==> config.mk <==
export PLATFORM = sky130hd
export DESIGN_NAME = sps_core
export DESIGN_NICKNAME = d
export VERILOG_FILES = /design/src/include/sps_pkg.sv /design/src/hw/sps_core.sv /design/src/hw/sps_sync.sv
export SDC_FILE = /design/constraint.sdc
export NUM_CORES = 1
export LEC_CHECK = 0
export ABC_AREA = 1
export BUFFER_PORTS_ARGS = -buffer_cell sky130_fd_sc_hd__buf_2
export CORE_MARGIN = 3
export CORE_UTILIZATION = 45
export CTS_BUF_LIST = sky130_fd_sc_hd__clkbuf_4 sky130_fd_sc_hd__clkbuf_8
export DETAILED_ROUTE_END_ITERATION = 6
export HOLD_SLACK_MARGIN = 0.06
export PLACE_DENSITY = 0.68
export SLEW_MARGIN = 20
export SYNTH_ARGS = -nofsm -noshare
export SYNTH_HDL_FRONTEND = slang
export SYNTH_SLANG_ARGS = --single-unit
export TNS_END_PERCENT = 50
==> constraint.sdc <==
create_clock -name clock_in -period 2.5 [get_ports clock_in]
set_input_delay 0.125 -clock clock_in [delete_from_list [all_inputs] [get_ports clock_in]]
set_output_delay 0.125 -clock clock_in [all_outputs]
set_load 0.02 [all_outputs]
==> src/include/sps_pkg.sv <==
package sps_pkg;
	// Register byte offsets on the APB.
	localparam logic [7:0] ADDR_CTRL = 8'h00;
	localparam logic [7:0] ADDR_DIV = 8'h04;
	localparam logic [7:0] ADDR_TX = 8'h08;
	localparam logic [7:0] ADDR_RX = 8'h0c;
	localparam logic [7:0] ADDR_STAT = 8'h10;
	localparam logic [7:0] ADDR_MASK = 8'h14;

	// Control register fields.
	localparam int CTRL_W = 6;
	localparam int CTRL_EN = 0;
	localparam int CTRL_MASTER = 1;
	localparam int CTRL_CPOL = 2;
	localparam int CTRL_CPHA = 3;
	localparam int CTRL_MULTI = 4;
	localparam int CTRL_SS = 5;
	localparam logic [CTRL_W-1:0] CTRL_RST = 6'h00;

	// Half period of the master shift clock is DIV + 1 clock cycles.
	localparam int DIV_W = 8;
	localparam logic [DIV_W-1:0] DIV_RST = 8'h03;

	// Sticky status bits, mask of the same layout, busy read-only above them.
	localparam int ST_W = 2;
	localparam int ST_DONE = 0;
	localparam int ST_CONFLICT = 1;
	localparam int ST_BUSY = 2;
	localparam logic [ST_W-1:0] ST_RST = 2'h0;
	localparam logic [ST_W-1:0] MASK_RST = 2'h0;

	localparam int DATA_W = 8;
	localparam logic [2:0] LAST_BIT = 3'h7;
	localparam logic [3:0] LAST_EDGE = 4'hf;

	// Synchroniser lanes for the pins.
	localparam int SYNC_W = 4;
	localparam int SY_SEL = 0;
	localparam int SY_SCLK = 1;
	localparam int SY_MOSI = 2;
	localparam int SY_MISO = 3;
	localparam logic [SYNC_W-1:0] SYNC_RST = 4'h1;

	typedef enum logic [1:0] {
		SPS_IDLE = 2'b00,
		SPS_MASTER = 2'b01,
		SPS_SLAVE = 2'b10
	} sps_state_type;
endpackage

==> src/hw/sps_core.sv <==
// Overview of operation
// - Port uses four lines: data out, data in, shift clock, select.
// - Port is configured as master or slave, single or multi-master systems.
// - As slave, select is the enable; transfers happen only while asserted.
// - Select is always an input; detects several masters in multi-master use.
// - Master never drives select; slaves enabled by a separate output pin.
// - Select asserted while configured as master in a multi-master system flags an error.
// - Shift clock toggles only during a transfer, otherwise idles.
// - All four clock phase and polarity combinations are selectable.
// - As master, drive the clock; shift in from slave line, out on master line.
// - As slave, take the clock in; shift in master line, out slave line.
//
// The register addresses and register access over APB were chosen for this implementation.
`timescale 1ns/10ps
`default_nettype none
module sps_core
	import sps_pkg::*;
(
	input wire logic clock_in,
	input wire logic rst_in,
	input wire logic psel_in,
	input wire logic penable_in,
	input wire logic pwrite_in,
	input wire logic [7:0] paddr_in,
	input wire logic [31:0] pwdata_in,
	output logic [31:0] prdata_out,
	output logic pready_out,
	output logic pslverr_out,
	output logic irq_out,
	input wire logic port_select_input_n_in,
	input wire logic serial_shift_clock_in,
	output logic serial_shift_clock_out,
	output logic serial_shift_clock_oe_out,
	input wire logic master_to_slave_line_in,
	output logic master_to_slave_line_out,
	output logic master_to_slave_line_oe_out,
	input wire logic slave_to_master_line_in,
	output logic slave_to_master_line_out,
	output logic slave_to_master_line_oe_out,
	output logic slave_select_n_out
);
	import sps_pkg::*;

	logic [SYNC_W-1:0] sy;
	logic sel_act, sclk_s, mosi_s, miso_s, sclk_d_r;
	logic [CTRL_W-1:0] ctrl_r;
	logic [DIV_W-1:0] div_r, tmr_r;
	logic [DATA_W-1:0] tx_hold_r, rx_data_r, tx_sh_r, rx_sh_r;
	logic [ST_W-1:0] stat_r, mask_r, stat_set, stat_clr;
	logic [2:0] bit_cnt_r;
	logic [3:0] edge_cnt_r;
	logic sclk_r, dout_r, pready_r, pslverr_r, irq_r, ss_n_r;
	logic sclk_oe_r, mosi_oe_r, miso_oe_r;
	logic [31:0] prdata_r, rdata;
	sps_state_type state_r;
	logic en, is_master, cpol, cpha, multi;
	logic acc, wr_fire, hit, tx_write, stat_write;
	logic master_start, slave_start, conflict_ev, m_drive, busy;
	logic tick, edge_ev, lead_ev, sample_ev, shift_ev, din, byte_done;

	// Pins are asynchronous to clock_in; select resets to its idle high level.
	sps_sync #(
		.W(SYNC_W),
		.RST(SYNC_RST)
	) u_sync (
		.clock_in(clock_in),
		.rst_in(rst_in),
		.d_in({slave_to_master_line_in, master_to_slave_line_in,
			serial_shift_clock_in, port_select_input_n_in}),
		.q_out(sy)
	);

	assign sel_act = !sy[SY_SEL];
	assign sclk_s = sy[SY_SCLK];
	assign mosi_s = sy[SY_MOSI];
	assign miso_s = sy[SY_MISO];

	assign en = ctrl_r[CTRL_EN];
	assign is_master = ctrl_r[CTRL_MASTER];
	assign cpol = ctrl_r[CTRL_CPOL];
	assign cpha = ctrl_r[CTRL_CPHA];
	assign multi = ctrl_r[CTRL_MULTI];
	assign busy = (state_r != SPS_IDLE);

	// APB: one wait state, so read data always comes out of a register.
	assign acc = psel_in && penable_in && !pready_r;
	assign wr_fire = psel_in && penable_in && pready_r && pwrite_in;
	assign tx_write = wr_fire && (paddr_in == ADDR_TX);
	assign stat_write = wr_fire && (paddr_in == ADDR_STAT);

	always_comb begin
		hit = 1'b1;
		rdata = 32'h0000_0000;
		unique case (paddr_in)
			ADDR_CTRL: rdata = 32'(ctrl_r);
			ADDR_DIV: rdata = 32'(div_r);
			ADDR_TX: rdata = 32'(tx_hold_r);
			ADDR_RX: rdata = 32'(rx_data_r);
			ADDR_STAT: rdata = 32'({busy, stat_r});
			ADDR_MASK: rdata = 32'(mask_r);
			default: hit = 1'b0;
		endcase
	end

	always_ff @(posedge clock_in) begin
		if (rst_in) begin
			pready_r <= 1'b0;
			pslverr_r <= 1'b0;
			prdata_r <= 32'h0000_0000;
		end else begin
			pready_r <= acc;
			pslverr_r <= acc && !hit;
			prdata_r <= (acc && !pwrite_in && hit) ? rdata : 32'h0000_0000;
		end
	end

	always_ff @(posedge clock_in) begin
		if (rst_in) begin
			ctrl_r <= CTRL_RST;
			div_r <= DIV_RST;
			mask_r <= MASK_RST;
			tx_hold_r <= '0;
		end else if (wr_fire) begin
			unique case (paddr_in)
				ADDR_CTRL: ctrl_r <= pwdata_in[CTRL_W-1:0];
				ADDR_DIV: div_r <= pwdata_in[DIV_W-1:0];
				ADDR_MASK: mask_r <= pwdata_in[ST_W-1:0];
				ADDR_TX: tx_hold_r <= pwdata_in[DATA_W-1:0];
				default: ;
			endcase
		end
	end

	// Select seen while master in a multi-master system means another master
	// is active; a single-master system leaves the select pin unused.
	assign conflict_ev = en && is_master && multi && sel_act;
	// Master drivers stay off until software clears the conflict flag.
	assign m_drive = en && is_master && !stat_r[ST_CONFLICT] && !conflict_ev;
	assign master_start = tx_write && (state_r == SPS_IDLE) && m_drive;
	assign slave_start = (state_r == SPS_IDLE) && en && !is_master && sel_act;

	// Master clock generator.
	assign tick = (state_r == SPS_MASTER) && (tmr_r == '0);

	always_ff @(posedge clock_in) begin
		if (rst_in) begin
			tmr_r <= DIV_RST;
			edge_cnt_r <= 4'h0;
			sclk_r <= 1'b0;
		end else if (state_r != SPS_MASTER) begin
			tmr_r <= div_r;
			edge_cnt_r <= 4'h0;
			sclk_r <= cpol;
		end else if (tick) begin
			tmr_r <= div_r;
			edge_cnt_r <= edge_cnt_r + 4'h1;
			sclk_r <= !sclk_r;
		end else begin
			tmr_r <= tmr_r - 8'h01;
		end
	end

	always_ff @(posedge clock_in) begin
		if (rst_in) begin
			sclk_d_r <= 1'b0;
		end else begin
			sclk_d_r <= sclk_s;
		end
	end

	// A leading edge leaves the idle level; phase picks which edge samples.
	always_comb begin
		if (state_r == SPS_MASTER) begin
			edge_ev = tick;
			lead_ev = !edge_cnt_r[0];
			din = miso_s;
		end else begin
			edge_ev = (state_r == SPS_SLAVE) && (sclk_s != sclk_d_r);
			lead_ev = (sclk_s != cpol);
			din = mosi_s;
		end
	end
	assign sample_ev = edge_ev && (lead_ev ^ cpha);
	assign shift_ev = edge_ev && !(lead_ev ^ cpha);
	assign byte_done = sample_ev && (bit_cnt_r == LAST_BIT);

	always_ff @(posedge clock_in) begin
		if (rst_in) begin
			state_r <= SPS_IDLE;
		end else begin
			unique case (state_r)
				SPS_IDLE: begin
					if (master_start) begin
						state_r <= SPS_MASTER;
					end else if (slave_start) begin
						state_r <= SPS_SLAVE;
					end
				end
				SPS_MASTER: begin
					if (conflict_ev || !en) begin
						state_r <= SPS_IDLE;
					end else if (tick && edge_cnt_r == LAST_EDGE) begin
						state_r <= SPS_IDLE;
					end
				end
				SPS_SLAVE: begin
					if (!sel_act || !en || is_master) begin
						state_r <= SPS_IDLE;
					end
				end
				default: state_r <= SPS_IDLE;
			endcase
		end
	end

	// Shift data path shared by both roles; dout_r is the serial output bit.
	always_ff @(posedge clock_in) begin
		if (rst_in) begin
			tx_sh_r <= '0;
			dout_r <= 1'b0;
		end else if (master_start || slave_start) begin
			if (!cpha) begin
				dout_r <= master_start ? pwdata_in[DATA_W-1] : tx_hold_r[DATA_W-1];
				tx_sh_r <= (master_start ? pwdata_in[DATA_W-1:0] : tx_hold_r) << 1;
			end else begin
				tx_sh_r <= master_start ? pwdata_in[DATA_W-1:0] : tx_hold_r;
			end
		end else if (byte_done && state_r == SPS_SLAVE) begin
			// Slave keeps answering with the held byte for each further byte.
			tx_sh_r <= tx_hold_r;
		end else if (shift_ev) begin
			dout_r <= tx_sh_r[DATA_W-1];
			tx_sh_r <= tx_sh_r << 1;
		end
	end

	always_ff @(posedge clock_in) begin
		if (rst_in) begin
			rx_sh_r <= '0;
			rx_data_r <= '0;
			bit_cnt_r <= 3'h0;
		end else if (master_start || slave_start) begin
			bit_cnt_r <= 3'h0;
		end else if (sample_ev) begin
			rx_sh_r <= {rx_sh_r[DATA_W-2:0], din};
			bit_cnt_r <= bit_cnt_r + 3'h1;
			if (byte_done) begin
				rx_data_r <= {rx_sh_r[DATA_W-2:0], din};
			end
		end
	end

	// Sticky status: a set in the same cycle as a clear wins.
	assign stat_set = {conflict_ev, byte_done};
	assign stat_clr = stat_write ? pwdata_in[ST_W-1:0] : '0;

	always_ff @(posedge clock_in) begin
		if (rst_in) begin
			stat_r <= ST_RST;
			irq_r <= 1'b0;
		end else begin
			stat_r <= (stat_r & ~stat_clr) | stat_set;
			irq_r <= |(stat_r & mask_r);
		end
	end

	// Pin drivers. Select has no output; slaves are picked by a plain pin.
	always_ff @(posedge clock_in) begin
		if (rst_in) begin
			sclk_oe_r <= 1'b0;
			mosi_oe_r <= 1'b0;
			miso_oe_r <= 1'b0;
			ss_n_r <= 1'b1;
		end else begin
			sclk_oe_r <= m_drive;
			mosi_oe_r <= m_drive;
			miso_oe_r <= en && !is_master && sel_act;
			ss_n_r <= !ctrl_r[CTRL_SS];
		end
	end

	assign prdata_out = prdata_r;
	assign pready_out = pready_r;
	assign pslverr_out = pslverr_r;
	assign irq_out = irq_r;
	assign serial_shift_clock_out = sclk_r;
	assign serial_shift_clock_oe_out = sclk_oe_r;
	assign master_to_slave_line_out = dout_r;
	assign master_to_slave_line_oe_out = mosi_oe_r;
	assign slave_to_master_line_out = dout_r;
	assign slave_to_master_line_oe_out = miso_oe_r;
	assign slave_select_n_out = ss_n_r;
endmodule
`default_nettype wire

==> src/hw/sps_sync.sv <==
`timescale 1ns/10ps
`default_nettype none
module sps_sync #(
	parameter int W = 1,
	parameter logic [W-1:0] RST = '0
) (
	input wire logic clock_in,
	input wire logic rst_in,
	input wire logic [W-1:0] d_in,
	output logic [W-1:0] q_out
);
	genvar i;
	generate
		for (i = 0; i < W; i++) begin : g_bit
			logic meta_r;
			// The first stage feeds only the second one.
			always_ff @(posedge clock_in) begin
				if (rst_in) begin
					meta_r <= RST[i];
					q_out[i] <= RST[i];
				end else begin
					meta_r <= d_in[i];
					q_out[i] <= meta_r;
				end
			end
		end
	endgenerate
endmodule
`default_nettype wire

==> qor.yml, run 1 <==
drt-initial-drc-count: 266
crit_path_cell_trace: "inv_1 -> ha_1 -> nand3_1 -> nor2_2 -> nand2_2 -> nand2_2 -> nand4_4 -> nand2_2 -> nand3_1 -> nor2_1 -> nor2_1"
worstSetupStartpointType: "register"
ys.flop_type: "dfxtp_1"
tritoncts: "built"
synthArstFlopShare_pct: 0
die_h_um: 104.5
syn_area_per_cell_um2: 7.230
yosysUniqueCellTypes: 45
min_to: "tx_hold_r[4]"
num_antenna_cells: 0
yosysTopAreaCell: "dfxtp_1"
syn_inst: 604
hold_viol: 0
viasPerCell: 4.938
antenna_left: 0
ys_seq_area_share_pct: 41.72
outcome: "completed"
critical_path.slowest_cell: "nand2_2"
dieArea_mm2: 0.01092
rsz0062_at_grt: "false"
ys_seq_elements: 91
post-place-cells: 760
vias: 3876
grt_max_degree: 34
finalCritPeriodShare_pct: 84.95
ir_worst_vdd_mv: 0.2628
tightest_slew_ps: 775.4
fin_tns_setup_ps: 0
power.density_mw_per_mm2: 539.9
grt_antenna_before_repair: 0
cpMostUsedCell: "nand2_2"
cp.arrival_ps: 2380
drive_gt1_share_pct: 15.70
drtPass1Iterations: 5
critPathMaxStageDelay_ps: 330
grt_pass1_wl_um: 16870
final_nets: 705
cp_top_family: "simple AND/OR/NAND/NOR gates"
yosysTopAreaCellShare_pct: 41.72
synth_area_mm2: 0.004367
dieWidth_um: 104.5
worstSetupPathType: "register to register"
critical_path.max_fanout: 16
ioPinCount: 91
cp_data_required_time_ps: 2760
min_path_type: "primary input to register"
area_growth_pct: 11.49
fin_crit_ps: 2124
whs_path_depth: 3
clk_pin_slew_worst_paths_ps: 90
relSlewSlack_pct: 47.91
worst_hold_slack_ps: 81.14
clk_latency_ps: 360
drt-total-wl_um: 10070
start_util_pct: 46.81
rows: 35
clock_skew_ps: 10.44
setup_viol: 0
synth_area_leaders: "dfxtp_1, nand2_1, nor2_1, a21oi_1, o21ai_0"
maxSlewViolCount: 0
cts_made_buffers: 9
grt_pass1_vias: 3570
path_depth: 11
design.core.area_mm2: 0.009328
synth_edf_count: 0
drv_cap: 0
critPathBufInv: 1
grt_usage_pct: 18.78
yosys_warnings: 0
r2r_cells: 11
hpwl_um: 7498
p_leak_uw: 0.002123
clkSinkCount: 91
min_from: "pwdata_in[4]"
portBuffers: 42
cp-end-kind: "register"
max_freq_mhz: 470.9
reg2reg_from: "tmr_r[0]"
wire_per_inst_um: 12.82
cts_setup_buffers: 0
ctsRootBufferMaster: "clkbuf_8"
cts_max_level: 3
fin_cells: 785
grt-ovfl-total: 0
r2r_end: "tx_sh_r[4]"
gp_congestion: 0.8468
reg2reg_slack_ps: 380
drc_errors: 0
clockBufferDepth: 2
-- layout make-up --
class | count | area (um2)
clock buffer | 10 | 137.6
clock inverter | 6 | 72.57
fill | 930 | 4459
inverter | 66 | 247.7
multi-input combinational | 427 | 2090
sequential | 91 | 1822
tap | 129 | 161.4
timing repair buffer | 56 | 337.8
-- worst max path at each step --
stage | end | startpoint | slack, ps
detailed placement | tx_sh_r[4] | tmr_r[0] | 360
global route | tx_sh_r[1] | tmr_r[0] | 120
floorplan | tx_sh_r[5] | tmr_r[0] | 800
global placement | tx_sh_r[3] | tmr_r[0] | 420
finish | tx_sh_r[4] | tmr_r[0] | 380
CTS | tx_sh_r[4] | tmr_r[0] | 360
-- flip-flops by register name, summed over array words and instances (netlist names), 6 cells and up --
signal and cells:
prdata_out 8, tx_sh_r 8, div_r 8, ctrl_r 6, tmr_r 8, rx_data_r 8, rx_sh_r 7, tx_hold_r 8
-- worst min-delay path: cells and delay by family --
family	cells	cell delay, ps
buffers and inverters	2	170
AOI/OAI and AO/OA	1	120
-- per-stage QoR --
step                worst slack [ps]  utilization (%)  total power, uW  cell area (um2)
global placement               415.7            48.97             1607             4568
finish                         376.3            52.19             2628             4868
CTS                            355.7            52.19             2656             4868
global route                   120.9            52.19             2723             4868
floorplan                      802.6                -             1597             4453
detailed placement             361.7            48.97             1608             4568
-- synth_stat cells, types with 2 or more instances --
cell type / count
ha_1: 5
nor2_1: 71
nor2_4: 2
xnor2_1: 2
inv_1: 59
nand4_1: 2
nand2_1: 134
buf_6: 3
nor4_1: 2
buf_4: 28
a21oi_1: 50
nand2_2: 10
o21ai_1: 3
o21ai_0: 49
or2_2: 6
nand3_1: 23
a22o_1: 2
nor2_2: 7
xor2_1: 2
a41oi_1: 2
clkinv_1: 2
inv_2: 5
nand3_2: 2
buf_2: 4
dfxtp_1: 91
a31oi_1: 6
nor3_1: 7
clkbuf_1: 8
-- logic make-up (layout without fill, tap and decap cells) --
logic type,after synthesis,count (layout),synth area share (%)
DFF,91,91,41.72
and+or+nand+nor,273,273,28.20
xor gates and xnor gates,4,4,0.8024
adders and majority gates,5,5,1.433
buffers and inverters,109,138,12.41
AOI/OAI and AO/OA,121,121,15.36
other,1,24,0.08588
-- power by group --
| part | internal (uW) | switching, uW | leakage, uW |
|---|---|---|---|
| registers | 1460 | 3.47 | 0.000735 |
| clock network | 500 | 542 | 0.000103 |
| logic | 37.6 | 89.0 | 0.00128 |
-- layer usage --
| metal | GRT usage [%] | part of all wire [%] |
|---|---|---|
| met1 | 24.26 | 45 |
| met2 | 32.29 | 48 |
| met3 | 2.793 | 4.8 |
| met4 | 5.698 | 1.4 |
| met5 | 0 | 0 |
-- cells in the final DEF (no fill, tap or decap), drive strengths merged --
cell type	synthesis	routed
a211oi	1	1
a21oi	52	52
a221oi	1	1
a22o	2	2
a31oi	6	6
a41oi	2	2
buf	35	47
bufinv	0	1
clkbuf	8	10
clkinv	2	4
clkinvlp	0	1
conb	1	24
dfxtp	91	91
dlygate4sd3	0	9
ha	5	5
inv	64	66
nand2	145	145
nand3	26	26
nand4	3	3
nor2	81	81
nor3	8	8
nor3b	1	1
nor4	2	2
o2111ai	1	1
o211ai	1	1
o21ai	53	53
o22ai	1	1
o31ai	1	1
or2	7	7
xnor2	2	2
xor2	2	2
-- repair_timing --
item                                   4_1_cts  5_1_grt
hold buffers                                 9        0
endpoints found under the hold margin       13        0
gates resized for setup                      0        0
(Power assumes the default switching activity.)
==> run 2, diff against run 1 <==
- clock period: 2.5 -> 2.05 ns (I/O delays scaled with it)
==> run 2 against run 1 <==
Combinational power up 27%. Clock skew down 1.1 ps. Worst setup slack worse by 210 ps. Global-route usage up 0.36 points. Worst hold slack better by 9.8 ps. Utilization up 1.5 points. Sequential share of layout area down 1.0 points. Final cell count up 1.8%. Flip-flop and latch count unchanged. Critical path type unchanged. Critical endpoint is now tx_sh_r[7]. Largest power group unchanged.
==> qor.yml, run 2 (synthesis results as in run 1) <==
final_nets: 719
start_util_pct: 46.81
tightest_slew_ps: 535.2
clkSinkCount: 91
internal-power_uw: 2416
tritoncts: "built"
cp_data_required_time_ps: 2300
worstSetupStartpointType: "register"
num_antenna_cells: 0
critPathMaxStageDelay_ps: 320
cp-end-kind: "register"
max_freq_mhz: 530.7
viasPerCell: 4.941
wire_per_inst_um: 12.85
dpl_cell_area_mm2: 0.004663
grt_usage_pct: 19.14
hpwl_um: 7627
setup_viol: 0
gp_congestion: 0.8951
rows: 35
clk_latency_ps: 360
die_h_um: 104.5
min_from: "pwdata_in[2]"
dieWidth_um: 104.5
cpMostUsedCell: "nand2_2"
cp_top_family: "simple AND/OR/NAND/NOR gates"
power.density_mw_per_mm2: 639.8
grt_pass1_vias: 3646
critical_path.slowest_cell: "dfxtp_1"
hold_viol: 0
drt-total-wl_um: 10260
outcome: "completed"
critPathLaunch: "tmr_r[0]"
cts_max_level: 3
drc_errors: 0
clock_power_share_pct: 39.4
p_sw_uw: 785.5
cp.arrival_ps: 2130
min_path_type: "primary input to register"
drive_gt1_share_pct: 17.61
cts_made_buffers: 9
stdcell_area_mm2: 0.005005
relSlewSlack_pct: 64.28
p_leak_uw: 0.002196
portBuffers: 42
filler_cell_count: 898
cts_setup_buffers: 0
ioPinCount: 91
clk_pin_slew_worst_paths_ps: 90
rsz0062_at_grt: "false"
reg2reg_from: "tmr_r[0]"
grt_max_degree: 46
ctsRootBufferMaster: "clkbuf_8"
grt-ovfl-total: 0
clockBufferDepth: 2
fin_crit_ps: 1884
multiInputGateArea_mm2: 0.002107
vias: 3948
final_common_cell: "nand2_1"
grt_antenna_before_repair: 0
antenna_left: 0
clock_skew_ps: 9.332
crit_path_cell_trace: "inv_1 -> ha_1 -> nand3_2 -> nor2_4 -> nand2_2 -> nand2_2 -> nand4_4 -> nand2_2 -> nand3_1 -> nor2_1 -> nor2_1"
drv_cap: 0
worstSetupPathType: "register to register"
critPathBufInv: 1
drtPass1Iterations: 5
ir_worst_vdd_mv: 0.3442
area_growth_pct: 14.61
critical_path.max_fanout: 15
drt-initial-drc-count: 235
comb_power_share_pct: 5.0
fin_tns_setup_ps: 0
p_seq_share_pct: 55.6
design.core.area_mm2: 0.009328
finalCritPeriodShare_pct: 91.92
dieArea_mm2: 0.01092
grt_pass1_wl_um: 17080
ff_latch_area_mm2: 0.001822
most-common-layout-cells: "nand2_1, dfxtp_1, nor2_1"
p_sw_share_pct: 24.53
maxSlewViolCount: 0
==> run 2: changes by cell type in the layout (fill, tap and decap cells not counted), moves of 2 or more <==
cell,previous run,this run
buf_4,5,15
dlygate4sd3_1,9,12
nand3_1,23,21
nand3_2,2,4
==> run 2: final cells by class <==
class	instances	share of cell area, %
well taps	129	3.225
inverters	66	4.950
clock inverters	6	1.450
flip-flops and latches	91	36.40
multi-input cells	427	42.10
repair buffers	70	9.250
clock buffers	10	2.625
==> run 2: through the flow <==
stage               power, uW  worst slack [ps]  std cells  hold slack (ps)  util (%)
floorplan                1947             352.6        627            206.3         -
global placement         1958             124.7        771            288.2     49.99
detailed placement       1962             50.20        771            294.5     49.99
CTS                      3221             5.929        799            62.28     53.47
global route             3322             3.922        799            84.81     53.66
finish                   3202             165.6        799            90.92     53.66
==> run 2: what timing repair did <==
action / CTS / global route
endpoints found under the setup margin: 0 / 19
hold buffers: 12 / 0
endpoints found under the hold margin: 20 / 0
gates resized for setup: 0 / 5
==> run 2: worst paths after layout <==
kind                endpoint  slack, ps  depth (start not counted)
max               tx_sh_r[7]        170                         11
min                 div_r[2]         90                          3
max reg2reg       tx_sh_r[7]        170                         11
min reg2reg  u_sync.q_out[2]        400                          2
==> run 2: tightest hold or removal path: stages <==
cell and delay (ps):
buf_2 100, inv_1 80, a21oi_1 120
==> run 2: power groups by stage <==
stage	combinational (uW)	sequential (uW)	clock, uW
2_1_floorplan	125	1820	0
3_3_place_gp	137	1820	0
3_5_place_dp	140	1820	0
4_1_cts	158	1780	1280
5_1_grt	176	1780	1360
6_report	161	1780	1260
==> run 2: per-layer routing <==
layer / vias up / GRT usage (%) / routed length, um
met5: - / 0 / 0
met4: 0 / 5.603 / 154
met3: 14 / 4.407 / 644
met2: 120 / 32.33 / 4858
met1: 1794 / 24.30 / 4606
li1: 2020 / - / -
